==> config.mk <==
export PLATFORM = sky130hd
export DESIGN_NAME = ipr_regs
export DESIGN_NICKNAME = d
export VERILOG_FILES = /design/src/core/ipr_pkg.sv /design/src/core/ipr_arbiter.sv /design/src/core/ipr_regs.sv
export SDC_FILE = /design/constraint.sdc
export NUM_CORES = 1
export LEC_CHECK = 0
export ABC_AREA = 1
export ABC_CLOCK_PERIOD_IN_PS = 16100
export BUFFER_PORTS_ARGS = -buffer_cell sky130_fd_sc_hd__buf_2
export CAP_MARGIN = 20
export CORE_MARGIN = 8
export CORE_UTILIZATION = 40
export CTS_CLUSTER_DIAMETER = 120
export DETAILED_ROUTE_END_ITERATION = 7
export PLACE_DENSITY_LB_ADDON = 0.12
export REMOVE_ABC_BUFFERS = 1
export SLEW_MARGIN = 20
export SYNTH_ARGS = -nofsm -noshare
export SYNTH_HDL_FRONTEND = slang
export SYNTH_SLANG_ARGS = --single-unit
export TNS_END_PERCENT = 5
==> constraint.sdc <==
create_clock -name pclk -period 16.1 [get_ports pclk]
set_clock_uncertainty 0.1 [all_clocks]
set_input_delay 0.805 -clock pclk [delete_from_list [all_inputs] [get_ports pclk]]
set_output_delay 0.805 -clock pclk [all_outputs]
set_load 0.01 [all_outputs]
==> src/core/ipr_pkg.sv <==
// Shared constants for the interrupt priority register block
package ipr_pkg;

	// Bus and field geometry
	localparam int IPR_ADDR_W = 8;
	localparam int IPR_DATA_W = 32;
	localparam int IPR_REG_W = 16;
	localparam int IPR_LVL_W = 3;
	localparam int IPR_NUM_REGS = 4;
	localparam int IPR_FIELDS_PER_REG = 4;
	localparam int IPR_NUM_SRC = 16;
	localparam int IPR_SRC_W = 4;

	// Register byte offsets
	localparam logic [7:0] IPR_OFF_CN_I2C_NVM = 8'h00;
	localparam logic [7:0] IPR_OFF_CMP3_CAP87_EXT1 = 8'h04;
	localparam logic [7:0] IPR_OFF_EXT2_TMR54_CMP4 = 8'h08;
	localparam logic [7:0] IPR_OFF_CAN1_SPI2_UART2 = 8'h0C;
	localparam logic [7:0] IPR_OFF_ARB_CTRL = 8'h10;
	localparam logic [7:0] IPR_OFF_ARB_STATUS = 8'h14;
	localparam logic [7:0] IPR_OFF_PENDING = 8'h18;

	// Field positions inside each priority register (lsb of each field)
	localparam int IPR_FIELD_LSB_0 = 0;
	localparam int IPR_FIELD_LSB_1 = 4;
	localparam int IPR_FIELD_LSB_2 = 8;
	localparam int IPR_FIELD_LSB_3 = 12;
	localparam int IPR_FIELD_PITCH = 4;

	// Implemented bits: 14-12, 10-8, 6-4, 2-0
	localparam logic [15:0] IPR_IMPL_MASK = 16'h7777;

	// Values after reset
	localparam logic [15:0] IPR_PRIO_RESET = 16'h0000;
	localparam logic IPR_ARB_EN_RESET = 1'b1;

	// Control and status field positions
	localparam int IPR_CTRL_EN_BIT = 0;
	localparam int IPR_STAT_VALID_BIT = 8;
	localparam int IPR_STAT_SRC_LSB = 4;
	localparam int IPR_STAT_LVL_LSB = 0;

	// Level encodings
	localparam logic [2:0] IPR_LVL_LOWEST = 3'h0;
	localparam logic [2:0] IPR_LVL_HIGHEST = 3'h7;

endpackage

==> src/core/ipr_arbiter.sv <==
// Priority arbiter: picks the highest-level pending source
`timescale 1ns/100ps
module ipr_arbiter (
	// Requests and their stored levels
	input wire logic [ipr_pkg::IPR_NUM_SRC-1:0] pending,
	input wire logic [ipr_pkg::IPR_NUM_SRC*ipr_pkg::IPR_LVL_W-1:0] levels,
	// Winner
	output logic found,
	output logic [ipr_pkg::IPR_SRC_W-1:0] win_src,
	output logic [ipr_pkg::IPR_LVL_W-1:0] win_lvl
);
	import ipr_pkg::*;

	// Linear scan; strict compare keeps the lowest source index on a tie
	always_comb begin
		found = 1'b0;
		win_src = '0;
		win_lvl = IPR_LVL_LOWEST;
		for (int i = 0; i < IPR_NUM_SRC; i++) begin
			if (pending[i] && (!found || levels[i*IPR_LVL_W +: IPR_LVL_W] > win_lvl)) begin
				found = 1'b1;
				win_src = IPR_SRC_W'(i);
				win_lvl = levels[i*IPR_LVL_W +: IPR_LVL_W];
			end
		end
	end

endmodule

==> src/core/ipr_regs.sv <==
// Interrupt priority registers 3 to 6 with APB slave and arbitration
// Behaviour
// Each field is 3 bits, level 0..7
// Bits 15, 11, 7, 3 read zero, ignore writes
// Reset clears every implemented bit
// First register: change, collision, transfer, write
// Second register: compare3, capture8, capture7, external1
// Third register: external2, timer5, timer4, compare4
// Fourth register: CAN1, SPI2, UART2 transmit, receive
// Fields read back last written value
// Higher stored level wins among pending requests
//
// The address map and the APB slave port were decided locally.
`timescale 1ns/100ps
module ipr_regs (
	// Clock and reset
	input wire logic pclk,
	input wire logic presetn,
	// APB slave
	input wire logic psel,
	input wire logic penable,
	input wire logic pwrite,
	input wire logic [ipr_pkg::IPR_ADDR_W-1:0] paddr,
	input wire logic [ipr_pkg::IPR_DATA_W-1:0] pwdata,
	input wire logic [3:0] pstrb,
	output logic [ipr_pkg::IPR_DATA_W-1:0] prdata,
	output logic pready,
	output logic pslverr,
	// Pending and enabled requests, one per source
	input wire logic [ipr_pkg::IPR_NUM_SRC-1:0] src_pending,
	// Stored priorities for the arbitration logic, first register
	output logic [2:0] change_notify_priority,
	output logic [2:0] i2c_collision_priority,
	output logic [2:0] i2c_done_priority,
	output logic [2:0] nonvolatile_write_priority,
	// Second register
	output logic [2:0] compare3_priority,
	output logic [2:0] capture8_priority,
	output logic [2:0] capture7_priority,
	output logic [2:0] external1_priority,
	// Third register
	output logic [2:0] external2_priority,
	output logic [2:0] timer5_priority,
	output logic [2:0] timer4_priority,
	output logic [2:0] compare4_priority,
	// Fourth register
	output logic [2:0] can1_priority,
	output logic [2:0] spi2_priority,
	output logic [2:0] uart2_transmit_priority,
	output logic [2:0] uart2_receive_priority,
	// Arbitration result
	output logic win_valid,
	output logic [ipr_pkg::IPR_SRC_W-1:0] win_source,
	output logic [ipr_pkg::IPR_LVL_W-1:0] win_level
);
	import ipr_pkg::*;

	////////////////////////////////////////////////////////////////////////
	// Storage

	logic [IPR_REG_W-1:0] prio_q [IPR_NUM_REGS];
	logic arb_en_q;
	logic arb_en_d;
	logic win_valid_q;
	logic win_valid_d;
	logic [IPR_SRC_W-1:0] win_src_q;
	logic [IPR_SRC_W-1:0] win_src_d;
	logic [IPR_LVL_W-1:0] win_lvl_q;
	logic [IPR_LVL_W-1:0] win_lvl_d;
	logic [IPR_DATA_W-1:0] prdata_q;
	logic [IPR_DATA_W-1:0] prdata_d;
	logic pslverr_q;
	logic pslverr_d;

	////////////////////////////////////////////////////////////////////////
	// APB decode

	// Setup phase captures read data and the error flag; access phase completes in one cycle
	wire setup_phase = psel && !penable;
	wire access_phase = psel && penable;
	wire wr_access = access_phase && pwrite;
	wire rd_setup = setup_phase && !pwrite;
	wire [7:0] addr_word = {paddr[7:2], 2'b00};
	wire addr_aligned = (paddr[1:0] == 2'b00);

	// Register selects
	wire sel_prio0 = addr_aligned && (addr_word == IPR_OFF_CN_I2C_NVM);
	wire sel_prio1 = addr_aligned && (addr_word == IPR_OFF_CMP3_CAP87_EXT1);
	wire sel_prio2 = addr_aligned && (addr_word == IPR_OFF_EXT2_TMR54_CMP4);
	wire sel_prio3 = addr_aligned && (addr_word == IPR_OFF_CAN1_SPI2_UART2);
	wire sel_ctrl = addr_aligned && (addr_word == IPR_OFF_ARB_CTRL);
	wire sel_stat = addr_aligned && (addr_word == IPR_OFF_ARB_STATUS);
	wire sel_pend = addr_aligned && (addr_word == IPR_OFF_PENDING);
	wire [IPR_NUM_REGS-1:0] sel_prio = {sel_prio3, sel_prio2, sel_prio1, sel_prio0};
	wire sel_any = (|sel_prio) || sel_ctrl || sel_stat || sel_pend;

	// Status and pending are read-only; a write to them is an error
	wire ro_hit = sel_stat || sel_pend;
	wire bad_access = !sel_any || (pwrite && ro_hit);

	// Byte lanes 0 and 1 carry the 16-bit registers
	wire [IPR_REG_W-1:0] lane_mask = {{8{pstrb[1]}}, {8{pstrb[0]}}};

	// Zero wait state slave
	assign pready = 1'b1;

	////////////////////////////////////////////////////////////////////////
	// Priority registers

	// One register per loop pass; unimplemented bits are never stored
	for (genvar r = 0; r < IPR_NUM_REGS; r++) begin : g_prio
		logic [IPR_REG_W-1:0] wr_val;
		logic [IPR_REG_W-1:0] prio_d;
		wire do_wr = wr_access && sel_prio[r];

		// Merge by byte lane, then drop bits 15, 11, 7 and 3
		assign wr_val = (pwdata[IPR_REG_W-1:0] & lane_mask) | (prio_q[r] & ~lane_mask);
		assign prio_d = do_wr ? (wr_val & IPR_IMPL_MASK) : prio_q[r];

		// Power-on clears every field to the lowest level
		always_ff @(posedge pclk or negedge presetn) begin
			if (!presetn) begin
				prio_q[r] <= IPR_PRIO_RESET;
			end else begin
				prio_q[r] <= prio_d;
			end
		end
	end

	////////////////////////////////////////////////////////////////////////
	// Field extraction

	// Source i sits in register i/4, field i%4 counted from bit 0 upward
	logic [IPR_NUM_SRC*IPR_LVL_W-1:0] levels_flat;
	for (genvar s = 0; s < IPR_NUM_SRC; s++) begin : g_field
		localparam int REG = s / IPR_FIELDS_PER_REG;
		localparam int LSB = (s % IPR_FIELDS_PER_REG) * IPR_FIELD_PITCH;
		assign levels_flat[s*IPR_LVL_W +: IPR_LVL_W] = prio_q[REG][LSB +: IPR_LVL_W];
	end

	// First register fields
	assign nonvolatile_write_priority = prio_q[0][IPR_FIELD_LSB_0 +: IPR_LVL_W];
	assign i2c_done_priority = prio_q[0][IPR_FIELD_LSB_1 +: IPR_LVL_W];
	assign i2c_collision_priority = prio_q[0][IPR_FIELD_LSB_2 +: IPR_LVL_W];
	assign change_notify_priority = prio_q[0][IPR_FIELD_LSB_3 +: IPR_LVL_W];

	// Second register fields
	assign external1_priority = prio_q[1][IPR_FIELD_LSB_0 +: IPR_LVL_W];
	assign capture7_priority = prio_q[1][IPR_FIELD_LSB_1 +: IPR_LVL_W];
	assign capture8_priority = prio_q[1][IPR_FIELD_LSB_2 +: IPR_LVL_W];
	assign compare3_priority = prio_q[1][IPR_FIELD_LSB_3 +: IPR_LVL_W];

	// Third register fields
	assign compare4_priority = prio_q[2][IPR_FIELD_LSB_0 +: IPR_LVL_W];
	assign timer4_priority = prio_q[2][IPR_FIELD_LSB_1 +: IPR_LVL_W];
	assign timer5_priority = prio_q[2][IPR_FIELD_LSB_2 +: IPR_LVL_W];
	assign external2_priority = prio_q[2][IPR_FIELD_LSB_3 +: IPR_LVL_W];

	// Fourth register fields
	assign uart2_receive_priority = prio_q[3][IPR_FIELD_LSB_0 +: IPR_LVL_W];
	assign uart2_transmit_priority = prio_q[3][IPR_FIELD_LSB_1 +: IPR_LVL_W];
	assign spi2_priority = prio_q[3][IPR_FIELD_LSB_2 +: IPR_LVL_W];
	assign can1_priority = prio_q[3][IPR_FIELD_LSB_3 +: IPR_LVL_W];

	////////////////////////////////////////////////////////////////////////
	// Arbitration control

	// Enable bit lets software freeze the result while reprogramming
	wire ctrl_wr = wr_access && sel_ctrl && pstrb[0];
	assign arb_en_d = ctrl_wr ? pwdata[IPR_CTRL_EN_BIT] : arb_en_q;

	always_ff @(posedge pclk or negedge presetn) begin
		if (!presetn) begin
			arb_en_q <= IPR_ARB_EN_RESET;
		end else begin
			arb_en_q <= arb_en_d;
		end
	end

	////////////////////////////////////////////////////////////////////////
	// Arbiter

	logic arb_found;
	logic [IPR_SRC_W-1:0] arb_src;
	logic [IPR_LVL_W-1:0] arb_lvl;

	ipr_arbiter u_arbiter (
		.pending(src_pending),
		.levels(levels_flat),
		.found(arb_found),
		.win_src(arb_src),
		.win_lvl(arb_lvl)
	);

	// Result is registered: one cycle from request, two from a priority write, to output
	assign win_valid_d = arb_en_q ? arb_found : win_valid_q;
	assign win_src_d = arb_en_q ? arb_src : win_src_q;
	assign win_lvl_d = arb_en_q ? arb_lvl : win_lvl_q;

	always_ff @(posedge pclk or negedge presetn) begin
		if (!presetn) begin
			win_valid_q <= 1'b0;
			win_src_q <= '0;
			win_lvl_q <= IPR_LVL_LOWEST;
		end else begin
			win_valid_q <= win_valid_d;
			win_src_q <= win_src_d;
			win_lvl_q <= win_lvl_d;
		end
	end

	assign win_valid = win_valid_q;
	assign win_source = win_src_q;
	assign win_level = win_lvl_q;

	////////////////////////////////////////////////////////////////////////
	// Read path

	// Upper half-word and unused bits always read zero
	wire [IPR_DATA_W-1:0] rd_prio0 = {16'h0000, prio_q[0] & IPR_IMPL_MASK};
	wire [IPR_DATA_W-1:0] rd_prio1 = {16'h0000, prio_q[1] & IPR_IMPL_MASK};
	wire [IPR_DATA_W-1:0] rd_prio2 = {16'h0000, prio_q[2] & IPR_IMPL_MASK};
	wire [IPR_DATA_W-1:0] rd_prio3 = {16'h0000, prio_q[3] & IPR_IMPL_MASK};
	wire [IPR_DATA_W-1:0] rd_ctrl = {31'h00000000, arb_en_q};
	// Valid at bit 8, source at 7:4, bit 3 spare, level at 2:0
	wire [IPR_DATA_W-1:0] rd_stat = {23'h000000, win_valid_q, win_src_q, 1'b0, win_lvl_q};
	wire [IPR_DATA_W-1:0] rd_pend = {16'h0000, src_pending};

	// Read mux; unmapped addresses read zero
	wire [IPR_DATA_W-1:0] rd_mux =
		sel_prio0 ? rd_prio0 :
		sel_prio1 ? rd_prio1 :
		sel_prio2 ? rd_prio2 :
		sel_prio3 ? rd_prio3 :
		sel_ctrl ? rd_ctrl :
		sel_stat ? rd_stat :
		sel_pend ? rd_pend :
		32'h00000000;

	// Read data captured in setup, held through the access phase
	assign prdata_d = rd_setup ? rd_mux : (access_phase ? prdata_q : 32'h00000000);

	// Error raised only during the access phase of a bad transfer
	assign pslverr_d = setup_phase && bad_access;

	always_ff @(posedge pclk or negedge presetn) begin
		if (!presetn) begin
			prdata_q <= 32'h00000000;
			pslverr_q <= 1'b0;
		end else begin
			prdata_q <= prdata_d;
			pslverr_q <= pslverr_d;
		end
	end

	assign prdata = prdata_q;
	assign pslverr = pslverr_q && access_phase;

endmodule

==> run metrics <==
outcome=complete, no violations; worst ir drop on vdd=around 90 uV; P&R area growth vs syn=46.20%; post-synthesis async set-or-reset flop share=between 90% and 100%; required time of the worst setup path=approximately 16 ns; portion of the post-synthesis area used by sequential elements=34.04%; category of the most critical setup path=input pin to flop; most frequent CP cell=sky130_fd_sc_hd__nand2_2; worst hold margin=~0.4 ns; final cell utilization of the core=59.86%; Sw Ratio=40.03%; sum of net half-perimeters after detailed placement=16,060 microns; die boundary height=around 130 microns; TritonCTS clock tree=yes; final WL=about 22,000 microns; highest fanout seen on the critical path=5; internal power component=between 600 and 700 uW; Iteration-0 DRC Markers=438; count of cell types in the netlist=38; share of final-layout standard cells stronger than drive strength 1=42.13%; final critical delay including setup and external delays=~16 ns; max-capacitance violation count=0; die width=132.7 microns; CTS Buffer Depth=2; Synth Cell Area=approximately 5400 sq um; routed wire length per instance=18.53 microns; register share of total power=between 10% and 20%; HP Class=flop to flop; most common cell in the synthesized netlist=sky130_fd_sc_hd__nand2_1; drt via density=roughly 5.3; routability-driven placement congestion ratio=a little over 0.9; fin. max-slew vios=0; insertion delay of the later-clocked pin in the worst-skew pair=around 0.34 ns; largest cells by area after synthesis=sky130_fd_sc_hd__dfrtp_1 34%, sky130_fd_sc_hd__nand2_1 13%, sky130_fd_sc_hd__o21ai_0 9.5%; part of the cycle the worst path needs=99.26%; overall global routing resource usage=between 20% and 30%; number of nets with antenna violations after detailed routing=0; count of buffers from port buffering=between 100 and 150; total leakage power=4.146 nW; Synth top area share=33.56%; largest stage delay on the critical path=between 0.3 and 0.4 ns; number of H-tree branching levels=3; total iterations of the first detailed-routing run=5; flop2flop setup slack=about 0.26 ns; # diodes=0; number of buffers created by CTS=9; Worst slew margin=35.39%; highest-delay cell along the critical path=sky130_fd_sc_hd__ha_1; worst flop-to-flop path endpoint=win_source[1]; maximum frequency from static timing analysis=about 63 MHz; routed via count=about 6,200; wire length of the first global-routing pass=31,050 microns; leading post-synthesis cells by instance count=192 x sky130_fd_sc_hd__nand2_1, 103 x sky130_fd_sc_hd__o21ai_0, 95 x sky130_fd_sc_hd__inv_1; Avg Synthesized Cell Area=~7 sq um; clock share of power=18.8%; largest net degree at the start of global routing=75; core region area=around 13,000 sq um; final number of setup-violating endpoints=0; sum of negative setup slack=0 ns; Synth Flop Type=sky130_fd_sc_hd__dfrtp_1; post-synthesis instance total=between 700 and 800; critical hold path startpoint=prdata[3]; Synthesis Warnings=0; total instance count after detailed placement=between 1,000 and 1,500; flip-flop and latch count after synthesis=74; Die Footprint=17,600 sq um; power dissipated by switching net loads=~460 uW; EDFF count, synth=0; power density over the cells=145.7 nW/um^2; residual overflow from global routing=0; Worst-Margin Slew=roughly 0.97 ns; path depth of the worst reg2reg path=approximately 140; number of core rows=between 40 and 50; fraction of power consumed by combinational cells=63.2%; initial antenna violation count=0; non-filler cells, final=between 1,000 and 1,500; CTS root buf=sky130_fd_sc_hd__clkbuf_16; post-synthesis cell type with the largest combined area=sky130_fd_sc_hd__dfrtp_1; worst hold path stage count=2; element type at the critical path end=flop; Nets=between 1,000 and 1,500; vias in the first global route=around 5,700; unrepaired setup endpoints after global routing=yes; IO Count=approximately 160; initial core utilization=40.95%; Endpoint, Worst Hold=prdata[3]; CTS sink cnt=74; post-cts hold buffer count=0; Final Hold Violating Endpoints=0; # DRC=0; CTS clk-pin slew, worst paths=about 0.060 ns; CP Data Arrival Time=~16 ns; Worst setup SP type=input pin
cell type report:
type	count	area (sq um)
fill	1224	5336
multi-input combinational	571	3736
sequential	74	1853
timing repair buffer	227	1463
inverter	97	366.6
clock buffer	10	229.0
tap	176	220.2
clock inverter	6	91.34
how the worst max path moves through the flow:
stage | from | end | slack, ns | cells after the start
floorplan | src_pending[0] | win_source[2] | 0.20 | 137
global placement | src_pending[0] | win_source[3] | -0.93 | 137
detailed placement | src_pending[0] | win_source[2] | -1.57 | 137
CTS | src_pending[0] | win_source[2] | 0.02 | 138
global route | src_pending[0] | win_source[3] | -0.83 | 139
finish | src_pending[0] | win_source[1] | 0.12 | 140
cells in the final DEF, fill, tap and decap left out, types with 2 or more instances in the layout:
cell type,instances
sky130_fd_sc_hd__a21oi_1,10
sky130_fd_sc_hd__o211ai_1,5
sky130_fd_sc_hd__o21ai_0,75
sky130_fd_sc_hd__buf_2,113
sky130_fd_sc_hd__ha_1,20
sky130_fd_sc_hd__dfrtp_1,73
sky130_fd_sc_hd__nand2_4,20
sky130_fd_sc_hd__inv_1,86
sky130_fd_sc_hd__buf_6,9
sky130_fd_sc_hd__a21oi_2,9
sky130_fd_sc_hd__buf_4,104
sky130_fd_sc_hd__nand3_1,52
sky130_fd_sc_hd__nor2_2,7
sky130_fd_sc_hd__clkbuf_16,9
sky130_fd_sc_hd__a221oi_1,5
sky130_fd_sc_hd__inv_2,10
sky130_fd_sc_hd__conb_1,17
sky130_fd_sc_hd__o31ai_1,2
sky130_fd_sc_hd__nor2_1,37
sky130_fd_sc_hd__nand2_2,47
sky130_fd_sc_hd__a32o_1,4
sky130_fd_sc_hd__and2_4,6
sky130_fd_sc_hd__o21ai_1,13
sky130_fd_sc_hd__nand2_1,152
sky130_fd_sc_hd__o22ai_1,5
sky130_fd_sc_hd__nand3_2,19
sky130_fd_sc_hd__a211oi_1,2
sky130_fd_sc_hd__o21ai_4,6
sky130_fd_sc_hd__ha_4,17
sky130_fd_sc_hd__clkinvlp_4,3
sky130_fd_sc_hd__o21ai_2,24
sky130_fd_sc_hd__o21a_1,2
sky130_fd_sc_hd__bufinv_16,2
routing by layer:
metal  vias to the layer above  global-route usage [%]  part of all wire, %
li1                       2927                       -                    -
met3                        27                   4.542                  8.0
met2                       271                   35.71                   48
met1                      2935                   30.31                   42
met4                         0                   6.057                  1.6
met5                         -                       0                    0
power groups by stage:
stage | registers, mW | logic (mW) | clock network, mW
finish | 0.208 | 0.733 | 0.218
global route | 0.209 | 0.794 | 0.227
CTS | 0.208 | 0.513 | 0.219
detailed placement | 0.211 | 0.486 | 0
global placement | 0.211 | 0.467 | 0
floorplan | 0.213 | 0.285 | 0
logic make-up (layout without fill, tap and decap cells):
| family | Yosys count | in the layout | synth area share, % |
|---|---|---|---|
| adders and majority gates | 38 | 38 | 8.734 |
| AOI/OAI and AO/OA | 169 | 169 | 17.28 |
| DFF | 74 | 74 | 34.04 |
| buffers and inverters | 134 | 340 | 10.41 |
| other | 2 | 17 | 0.1380 |
| and+or+nand+nor | 347 | 347 | 29.40 |
through the flow:
step	area, sq um	power, mW	setup WS [ns]
after global routing	7959	1.230	-0.8260
after detailed placement	6703	0.6968	-1.573
after CTS	7149	0.9400	0.01772
after global placement	6703	0.6775	-0.9309
final	7959	1.159	0.1188
after floorplan	5298	0.4977	0.2035
what timing repair did:
| item | CTS | global route |
|---|---|---|
| pin swaps | 13 | 130 |
| resized for setup | 40 | 150 |
| setup buffers | 3 | 29 |
| setup endpoints to repair | 7 | 7 |
| gates cloned | 0 | 0 |
critical path: cells and delay by family:
kind	cells	cell delay [ns]
AO/OA/AOI/OAI	32	3.25
AND/OR/NAND/NOR	76	6.67
adder cells (fa/ha/maj)	15	4.00
buffers and inverters	17	1.38
(Power assumes the default switching activity.)
